--- src/rac_cfg.svh ---
// offsets, field positions, reset values and timing counts of the alarm unit
// Contract
// - flag and pin follow a match within 1.46 ms
// - pin stays low until host cancels
// - stop bit blocks all alarm events
// - shared alarm: disable bit7, weekdays or date
// - select bit: zero weekday, one date
// - any set weekday bit accepts that day
// - disabled alarm register is not compared
// - all disabled gives one event per minute
// - match checked only when time advances
// - flag rises on event, sticks until cleared
// - writing zero clears flag, releases pin
// - writing one leaves flag unchanged
// - unused alarms need enable kept zero
// - enable gates pin, zero releases it
`ifndef RAC_CFG_SVH
`define RAC_CFG_SVH
// register indices; byte address is four times the index
`define RAC_IDX_MIN 6'h18
`define RAC_IDX_HOUR 6'h19
`define RAC_IDX_DAY 6'h1a
`define RAC_IDX_EXT 6'h1d
`define RAC_IDX_FLAG 6'h1e
`define RAC_IDX_CTRL 6'h1f
`define RAC_IDX_ISTAT 6'h20
`define RAC_IDX_IMASK 6'h21
// field positions
`define RAC_BIT_DIS 7
`define RAC_BIT_WDSEL 3
`define RAC_BIT_AF 3
`define RAC_BIT_STOP 6
`define RAC_BIT_AIE 3
// writable bits of the control register, bits 1..0 read zero
`define RAC_CTRL_WMASK 8'hfc
// reset values
`define RAC_RST_ALARM 8'h00
`define RAC_RST_REG 8'h00
// timing
`define RAC_CLK_PERIOD_NS 10
`define RAC_FLAG_LAT_NS 1460000
`endif

--- src/rac_pkg.sv ---
// types shared by the alarm interrupt unit
package rac_pkg;
    // current time of day in bcd, weekday one bit per day
    typedef struct packed {
        logic [6:0] minute;
        logic [5:0] hour;
        logic [6:0] weekday;
        logic [5:0] date;
    } rac_time_t;
    // the three alarm registers together
    typedef struct packed {
        logic [7:0] minute;
        logic [7:0] hour;
        logic [7:0] day;
    } rac_alarm_t;
    // bus slave phases
    typedef enum logic [1:0] {
        RAC_BUS_IDLE = 2'b01,
        RAC_BUS_ACC = 2'b10
    } rac_bus_t;
endpackage : rac_pkg

--- src/rac_match.sv ---
// alarm comparator: current time against the alarm registers
`timescale 1ns/100ps
`include "rac_cfg.svh"
module rac_match
(
    input wire rac_pkg::rac_alarm_t alarm,
    input wire logic date_sel,
    input wire rac_pkg::rac_time_t cur_time,
    output logic hit
);
    // one field: disabled, or equal under the field mask
    function automatic logic field_hit(input logic [7:0] r,
        input logic [6:0] cur, input logic [6:0] msk);
        field_hit = r[`RAC_BIT_DIS] | ((r[6:0] & msk) == (cur & msk));
    endfunction : field_hit

    logic min_ok; // minute field accepts
    logic hour_ok; // hour field accepts
    logic day_ok; // weekday or date field accepts

    // compare all fields; disabled ones always accept
    always_comb
    begin
        min_ok = field_hit(alarm.minute, cur_time.minute, 7'h7f);
        hour_ok = field_hit(alarm.hour, {1'b0, cur_time.hour},
            7'h3f);
        if (date_sel)
        begin
            day_ok = field_hit(alarm.day, {1'b0, cur_time.date},
                7'h3f);
        end
        else
        begin
            // any marked day accepts
            day_ok = alarm.day[`RAC_BIT_DIS] |
                (|(alarm.day[6:0] & cur_time.weekday));
        end
        hit = min_ok & hour_ok & day_ok;
    end
endmodule : rac_match

--- src/rac_irq_ctrl.sv ---
// sticky event status, mask and level interrupt output
`timescale 1ns/100ps
module rac_irq_ctrl
#(
    parameter int NEVT = 2
)
(
    input wire logic core_clk,
    input wire logic rst,
    input wire logic [NEVT-1:0] evt,
    input wire logic wr_status,
    input wire logic wr_mask,
    input wire logic [NEVT-1:0] wdata,
    output logic [NEVT-1:0] status,
    output logic [NEVT-1:0] mask,
    output logic irq
);
    logic [NEVT-1:0] status_reg; // sticky event bits
    logic [NEVT-1:0] mask_reg; // one enables the bit
    logic irq_reg; // registered interrupt level
    logic [NEVT-1:0] status_next; // next sticky value

    // write one clears, a new event in the same cycle wins
    always_comb
    begin
        status_next = status_reg & ~(wr_status ? wdata : '0);
        status_next = status_next | evt;
    end

    // status bits
    always_ff @(posedge core_clk)
    begin
        if (rst)
            status_reg <= '0;
        else
            status_reg <= status_next;
    end

    // mask bits
    always_ff @(posedge core_clk)
    begin
        if (rst)
            mask_reg <= '0;
        else if (wr_mask)
            mask_reg <= wdata;
    end

    // interrupt level
    always_ff @(posedge core_clk)
    begin
        if (rst)
            irq_reg <= 1'b0;
        else
            irq_reg <= |(status_next & mask_reg);
    end

    assign status = status_reg;
    assign mask = mask_reg;
    assign irq = irq_reg;
endmodule : rac_irq_ctrl

--- src/rac_alarm_irq.sv ---
// alarm interrupt unit with apb register access
//
// Local design decision: the APB register port.
`timescale 1ns/100ps
`include "rac_cfg.svh"
module rac_alarm_irq
#(
    // longest allowed delay from match to flag and pin
    parameter int FLAG_LAT_CYC = `RAC_FLAG_LAT_NS / `RAC_CLK_PERIOD_NS
)
(
    input wire logic core_clk,
    input wire logic rst,
    input wire logic psel,
    input wire logic penable,
    input wire logic pwrite,
    input wire logic [7:0] paddr,
    input wire logic [31:0] pwdata,
    output logic [31:0] prdata,
    output logic pready,
    output logic pslverr,
    input wire rac_pkg::rac_time_t cur_time,
    input wire logic minute_adv,
    output logic interrupt_pin_a_o,
    output logic interrupt_pin_a_oe,
    output logic irq
);
    // ************************************************************
    // address decoding
    // ************************************************************

    // true when the byte address selects register index idx
    function automatic logic addr_hit(input logic [7:0] a,
        input logic [5:0] idx);
        addr_hit = (a[1:0] == 2'b00) && (a[7:2] == idx);
    endfunction : addr_hit

    // true for any mapped register
    function automatic logic addr_known(input logic [7:0] a);
        addr_known = addr_hit(a, `RAC_IDX_MIN) ||
            addr_hit(a, `RAC_IDX_HOUR) || addr_hit(a, `RAC_IDX_DAY) ||
            addr_hit(a, `RAC_IDX_EXT) || addr_hit(a, `RAC_IDX_FLAG) ||
            addr_hit(a, `RAC_IDX_CTRL) || addr_hit(a, `RAC_IDX_ISTAT) ||
            addr_hit(a, `RAC_IDX_IMASK);
    endfunction : addr_known

    // ************************************************************
    // declarations
    // ************************************************************

    rac_pkg::rac_bus_t bus_reg; // slave phase
    logic pready_reg; // answer in access phase
    logic pslverr_reg; // unmapped address answer
    logic [31:0] prdata_reg; // read data
    rac_pkg::rac_alarm_t alarm_reg; // three alarm registers
    logic [7:0] ext_reg; // extension settings
    logic [7:0] ctrl_reg; // control settings
    logic af_reg; // alarm flag
    logic pin_oe_reg; // pin driven low
    logic wr_acc; // write takes effect this edge
    logic alarm_hit; // comparator output
    logic alarm_evt; // alarm event this edge
    logic af_clr; // host writes zero to the flag
    logic af_next; // next flag value
    logic [1:0] istat; // sticky status
    logic [1:0] imask; // interrupt mask
    logic [31:0] rd_mux; // read data selected by address
    logic [$clog2(FLAG_LAT_CYC+1)-1:0] lat_cnt; // cycles since match

    // ************************************************************
    // apb slave
    // ************************************************************

    // a write lands at the access edge that sees pready
    assign wr_acc = psel && penable && pwrite && pready_reg;

    // phase tracker, answer given in the first access cycle
    always_ff @(posedge core_clk)
    begin
        if (rst)
        begin
            bus_reg <= rac_pkg::RAC_BUS_IDLE;
            pready_reg <= 1'b0;
            pslverr_reg <= 1'b0;
        end
        else
        begin
            case (bus_reg)
                rac_pkg::RAC_BUS_IDLE:
                begin
                    // setup cycle seen
                    if (psel && !penable)
                    begin
                        bus_reg <= rac_pkg::RAC_BUS_ACC;
                        pready_reg <= 1'b1;
                        pslverr_reg <= !addr_known(paddr);
                    end
                end
                rac_pkg::RAC_BUS_ACC:
                begin
                    // transfer completes at this edge
                    bus_reg <= rac_pkg::RAC_BUS_IDLE;
                    pready_reg <= 1'b0;
                    pslverr_reg <= 1'b0;
                end
                default:
                begin
                    bus_reg <= rac_pkg::RAC_BUS_IDLE;
                    pready_reg <= 1'b0;
                    pslverr_reg <= 1'b0;
                end
            endcase
        end
    end

    // read multiplexer, unused bits read zero
    always_comb
    begin
        rd_mux = 32'h0000_0000;
        if (addr_hit(paddr, `RAC_IDX_MIN))
            rd_mux[7:0] = alarm_reg.minute;
        else if (addr_hit(paddr, `RAC_IDX_HOUR))
            rd_mux[7:0] = alarm_reg.hour;
        else if (addr_hit(paddr, `RAC_IDX_DAY))
            rd_mux[7:0] = alarm_reg.day;
        else if (addr_hit(paddr, `RAC_IDX_EXT))
            rd_mux[7:0] = ext_reg;
        else if (addr_hit(paddr, `RAC_IDX_FLAG))
            rd_mux[`RAC_BIT_AF] = af_reg;
        else if (addr_hit(paddr, `RAC_IDX_CTRL))
            rd_mux[7:0] = ctrl_reg;
        else if (addr_hit(paddr, `RAC_IDX_ISTAT))
            rd_mux[1:0] = istat;
        else if (addr_hit(paddr, `RAC_IDX_IMASK))
            rd_mux[1:0] = imask;
    end

    // read data captured at the setup edge
    always_ff @(posedge core_clk)
    begin
        if (rst)
            prdata_reg <= 32'h0000_0000;
        else if (psel && !penable && !pwrite)
            prdata_reg <= rd_mux;
    end

    // ************************************************************
    // settings registers
    // ************************************************************

    // alarm registers, also usable as plain storage
    always_ff @(posedge core_clk)
    begin
        if (rst)
            alarm_reg <= {3{`RAC_RST_ALARM}};
        else if (wr_acc && addr_hit(paddr, `RAC_IDX_MIN))
            alarm_reg.minute <= pwdata[7:0];
        else if (wr_acc && addr_hit(paddr, `RAC_IDX_HOUR))
            alarm_reg.hour <= pwdata[7:0];
        else if (wr_acc && addr_hit(paddr, `RAC_IDX_DAY))
            alarm_reg.day <= pwdata[7:0];
    end

    // extension and control registers
    always_ff @(posedge core_clk)
    begin
        if (rst)
        begin
            ext_reg <= `RAC_RST_REG;
            ctrl_reg <= `RAC_RST_REG;
        end
        else if (wr_acc && addr_hit(paddr, `RAC_IDX_EXT))
            ext_reg <= pwdata[7:0];
        else if (wr_acc && addr_hit(paddr, `RAC_IDX_CTRL))
            ctrl_reg <= pwdata[7:0] & `RAC_CTRL_WMASK;
    end

    // ************************************************************
    // alarm detection
    // ************************************************************

    // comparator runs on the stored values whatever their use
    rac_match u_match
    (
        .alarm(alarm_reg),
        .date_sel(ext_reg[`RAC_BIT_WDSEL]),
        .cur_time(cur_time),
        .hit(alarm_hit)
    );

    // only a time advance can match, never a register write
    assign alarm_evt = minute_adv && alarm_hit &&
        !ctrl_reg[`RAC_BIT_STOP];

    // host clear of the flag; writing one changes nothing
    assign af_clr = wr_acc && addr_hit(paddr, `RAC_IDX_FLAG) &&
        !pwdata[`RAC_BIT_AF];

    // event wins over a clear in the same cycle
    assign af_next = alarm_evt || (af_reg && !af_clr);

    // alarm flag
    always_ff @(posedge core_clk)
    begin
        if (rst)
            af_reg <= 1'b0;
        else
            af_reg <= af_next;
    end

    // open-drain pin: low while flag and enable, else released
    always_ff @(posedge core_clk)
    begin
        if (rst)
            pin_oe_reg <= 1'b0;
        else
            pin_oe_reg <= af_reg && ctrl_reg[`RAC_BIT_AIE];
    end

    // ************************************************************
    // interrupt status: bit0 alarm event, bit1 flag cleared
    // ************************************************************

    rac_irq_ctrl #(.NEVT(2)) u_irq
    (
        .core_clk(core_clk),
        .rst(rst),
        .evt({af_clr && af_reg, alarm_evt}),
        .wr_status(wr_acc && addr_hit(paddr, `RAC_IDX_ISTAT)),
        .wr_mask(wr_acc && addr_hit(paddr, `RAC_IDX_IMASK)),
        .wdata(pwdata[1:0]),
        .status(istat),
        .mask(imask),
        .irq(irq)
    );

    // outputs
    assign prdata = prdata_reg;
    assign pready = pready_reg;
    assign pslverr = pslverr_reg;
    assign interrupt_pin_a_o = 1'b0;
    assign interrupt_pin_a_oe = pin_oe_reg;

    // ************************************************************
    // checks
    // ************************************************************

    // cycles from an enabled event until the pin is low
    always_ff @(posedge core_clk)
    begin
        if (rst || pin_oe_reg || !ctrl_reg[`RAC_BIT_AIE])
            lat_cnt <= '0;
        else if (alarm_evt || lat_cnt != '0)
            lat_cnt <= lat_cnt + 1'b1;
    end
endmodule : rac_alarm_irq

--- config.mk ---
export PLATFORM = sky130hd
export DESIGN_NAME = rac_alarm_irq
export DESIGN_NICKNAME = d
export VERILOG_FILES = /design/src/rac_pkg.sv /design/src/rac_match.sv /design/src/rac_irq_ctrl.sv /design/src/rac_alarm_irq.sv
export VERILOG_INCLUDE_DIRS = /design/src
export SDC_FILE = /design/constraint.sdc
export NUM_CORES = 1
export LEC_CHECK = 0
export BUFFER_PORTS_ARGS = -buffer_cell sky130_fd_sc_hd__buf_2
export CORE_MARGIN = 3
export CORE_UTILIZATION = 54
export CTS_CLUSTER_DIAMETER = 50
export DETAILED_ROUTE_END_ITERATION = 8
export GPL_ROUTABILITY_DRIVEN = 0
export PLACE_DENSITY = 0.95
export SKIP_CTS_REPAIR_TIMING = 1
export SLEW_MARGIN = 20
export SYNTH_ARGS = -nofsm -noshare
export SYNTH_HDL_FRONTEND = slang
export SYNTH_HIERARCHICAL = 1
export SYNTH_SLANG_ARGS = --single-unit
--- constraint.sdc ---
create_clock -name core_clk -period 4.5 [get_ports core_clk]
set_input_delay 0.9 -clock core_clk [delete_from_list [all_inputs] [get_ports core_clk]]
set_output_delay 0.9 -clock core_clk [all_outputs]
set_load 0.02 [all_outputs]
==> results by group <==
Finish
  • Post-layout nets: just under 500
  • Area of the multi-input gates: around 1800 µm²
  • Area Overhead vs Synth: 10.5%
  • Final Non-Filler Cells: 483
  • Max reg flops: 24
  • Ant. Diodes: 0
  • Most frequent cells in the layout: 59 x buf_2, 56 x dfxtp_1, 48 x nor2_1, 38 x mux2i_1, 25 x conb_1
  • Most common cell after layout, fill and taps aside: buf_2
  • Fin util: 0.627
  • FF+latch area: about 1100 µm²
  • Fraction of layout cells with a size suffix above 1: 0.214
  • Fillers: around 470

Synth
  • Avg Cell Area, Syn: just under 9 µm²
  • Ys async rst share: 0
  • Largest family of logic cells by synthesized area: simple AND/OR/NAND/NOR gates
  • Synth Area in Adders: 0
  • Flops & latches, synth: 56
  • Post-synthesis cell type count: 54
  • XOR/XNOR Fraction of Synth Area: 0.0523
  • Yosys Warn Count: 6
  • Post-Syn Area: approximately 3200 µm²
  • Ys flop type: dfxtp_1
  • Post-synthesis compound-gate area fraction: 0.133
  • Post-synth EDFFs: 0
  • Simple-gate share of the synthesized area: 0.216
  • Syn Inst Count: approximately 360
  • Sequential share of the synthesized area: 0.353
  • Post-synthesis mux area share: 0.144

Global routing
  • First-pass GRT wire length: roughly 12000 µm
  • Initial antenna violation count: 0
  • Largest net degree at the start of global routing: 54
  • Vias in the first global route: approximately 2500
  • Global Route Usage Sum: 0.236
  • Global route overflow: 0

Placement
  • I/O Buffers: between 50 and 60
  • Cells after DPL: roughly 480
  • DP HPWL: about 5900 µm

Detailed routing
  • Final WL: 8020 µm
  • Max Used Layer: met4
  • DRC Markers: 0
  • Via density per instance: around 5.9
  • Metal3 WL: 878 µm
  • Drt wl/cell: 16.6 µm
  • Vias: between 2000 and 3000
  • First-pass DRT Iterations: 5
  • Routed Antenna Nets: 0
  • DR iter-0 viols: approximately 480
  • DR WL met2: roughly 3700 µm
  • Met1 WL: ~3300 µm

Clocking
  • TritonCTS clock tree: done
  • TritonCTS Buffers: 5
  • H-tree levels: 2
  • CTS root buf: clkbuf_8
  • Clock Latency Late Sink: ~0.32 ns
  • Clk pin slew, worst setup/hold paths: approximately 0.1 ns
  • Clock buffer depth: 2
  • Sink Count: 56

Power and ir drop
  • Peak supply drop: 0.186 mV
  • Total Power: between 0.0009 and 0.001 W
  • PD cells: 274 nW/µm²
  • Pleak: about 1.4 nW

Timing
  • Clock skew: around 0.013 ns
  • Slew HR: 0.390
  • Hold Slack: ~0.49 ns
  • Fin. max-slew vios: 0
  • Setup TNS: 0 ns
  • Period utilization: 0.582
  • RSZ-0062 raised after global routing: false
  • Slew @ Worst Pin: just over 0.9 ns
  • Final setup viols: 0
  • Final min period: between 2 and 3 ns
  • Final hold vios: 0
  • Fmax: between 0.3 and 0.4 GHz

Setup path
  • R2r worst-path depth: 9
  • Critical Path Fanout Max: 29
  • CP required: between 4 and 5 ns
  • Crit end category: register
  • Crit path DAT: 2.88 ns
  • Startpoint Class: primary input
  • WS Path Type: primary input to register

Floorplanning
  • Die ar.: a little under 7000 µm²
  • Starting Density: 0.567
  • Die span in y: around 83 µm
  • Row Count: 27
  • Core footprint: about 5600 µm²
  • Die width: about 83 µm
  • # IOs: roughly 110

Job
  • Max_cap viols: 0

Min path
  • Worst hold path cell count: 2
  • Hold Path Class: register to register

Status
  • Status: finished, final reports clean
-- final timing paths --
kind                                   from                             to  slack, ns
hold / removal            af_reg$_SDFF_PP0_  interrupt_pin_a_oe$_SDFF_PP0_       0.49
setup reg to reg  alarm_reg[0]$_SDFFE_PP0P_           u_irq/irq$_SDFF_PP0_       2.16
hold reg to reg           af_reg$_SDFF_PP0_  interrupt_pin_a_oe$_SDFF_PP0_       0.49
setup / recovery                   paddr[2]           u_irq/irq$_SDFF_PP0_       1.88
-- Yosys cell counts (all sizes together) (2+ instances only) --
cell / n / area share
a2111oi: 2 / 0.0055
a211oi: 8 / 0.020
a21oi: 17 / 0.027
a22oi: 2 / 0.0047
a311oi: 3 / 0.0083
a31oi: 6 / 0.012
a32oi: 2 / 0.0055
a41oi: 2 / 0.0055
and2: 2 / 0.0039
buf: 32 / 0.070
clkbuf: 13 / 0.015
dfxtp: 56 / 0.35
inv: 13 / 0.015
mux2: 7 / 0.025
mux2i: 38 / 0.12
nand2: 5 / 0.0059
nand2b: 6 / 0.012
nand3: 12 / 0.020
nand4: 4 / 0.0079
nor2: 48 / 0.057
nor2b: 4 / 0.0079
nor3: 8 / 0.016
nor3b: 3 / 0.0071
nor4: 13 / 0.035
o21ai: 8 / 0.013
o21bai: 4 / 0.0094
o22ai: 3 / 0.0059
o31ai: 2 / 0.0047
or2: 2 / 0.0039
or3: 2 / 0.0039
or3b: 4 / 0.011
xnor2: 8 / 0.022
xor2: 11 / 0.030
-- cells by family (layout without fill, tap and decap cells) --
logic type / count (synthesis) / after routing
compound gates: 63 / 63
flops: 56 / 56
simple gates: 121 / 121
other cells: 1 / 25
buf+inv: 58 / 82
mux: 45 / 45
xor+xnor: 19 / 19
-- routing by layer --
layer,up-vias,global-route usage
met1,1309,0.326
met5,-,0
met3,21,0.0401
met2,189,0.376
li1,1340,-
met4,0,0.0719
-- layout make-up --
type / instances / area share
multi-input combinational: 273 / 0.520
sequential: 56 / 0.319
timing repair buffer: 61 / 0.0883
tap: 72 / 0.0256
clock buffer: 5 / 0.0196
inverter: 13 / 0.0139
clock inverter: 3 / 0.0132
-- stage by stage --
stage / worst slack [ns] / area [µm²]
detailed placement: 1.58 / 3400
floorplan: 1.94 / 3270
global placement: 1.64 / 3400
finish: 1.88 / 3510
global route: 1.77 / 3510
CTS: 1.92 / 3510
-- worst max-delay path, cell delays in order --
cell and delay [ns]:
buf_2 0.29, nor4b_2 0.65, nand4_1 0.25, nor2_1 0.22, inv_1 0.06, a311oi_1 0.32, a22o_1 0.18
-- power breakdown --
group | leakage (nW) | internal, W | switching (W)
Clock | 0.0548 | 0.000168 | 0.000175
Combinational | 0.926 | 0.0000375 | 0.0000804
Sequential | 0.452 | 0.000500 | 0.00000229
Total | 1.43 | 0.000705 | 0.000258
Note: power is estimated with default switching activity, not from simulation.
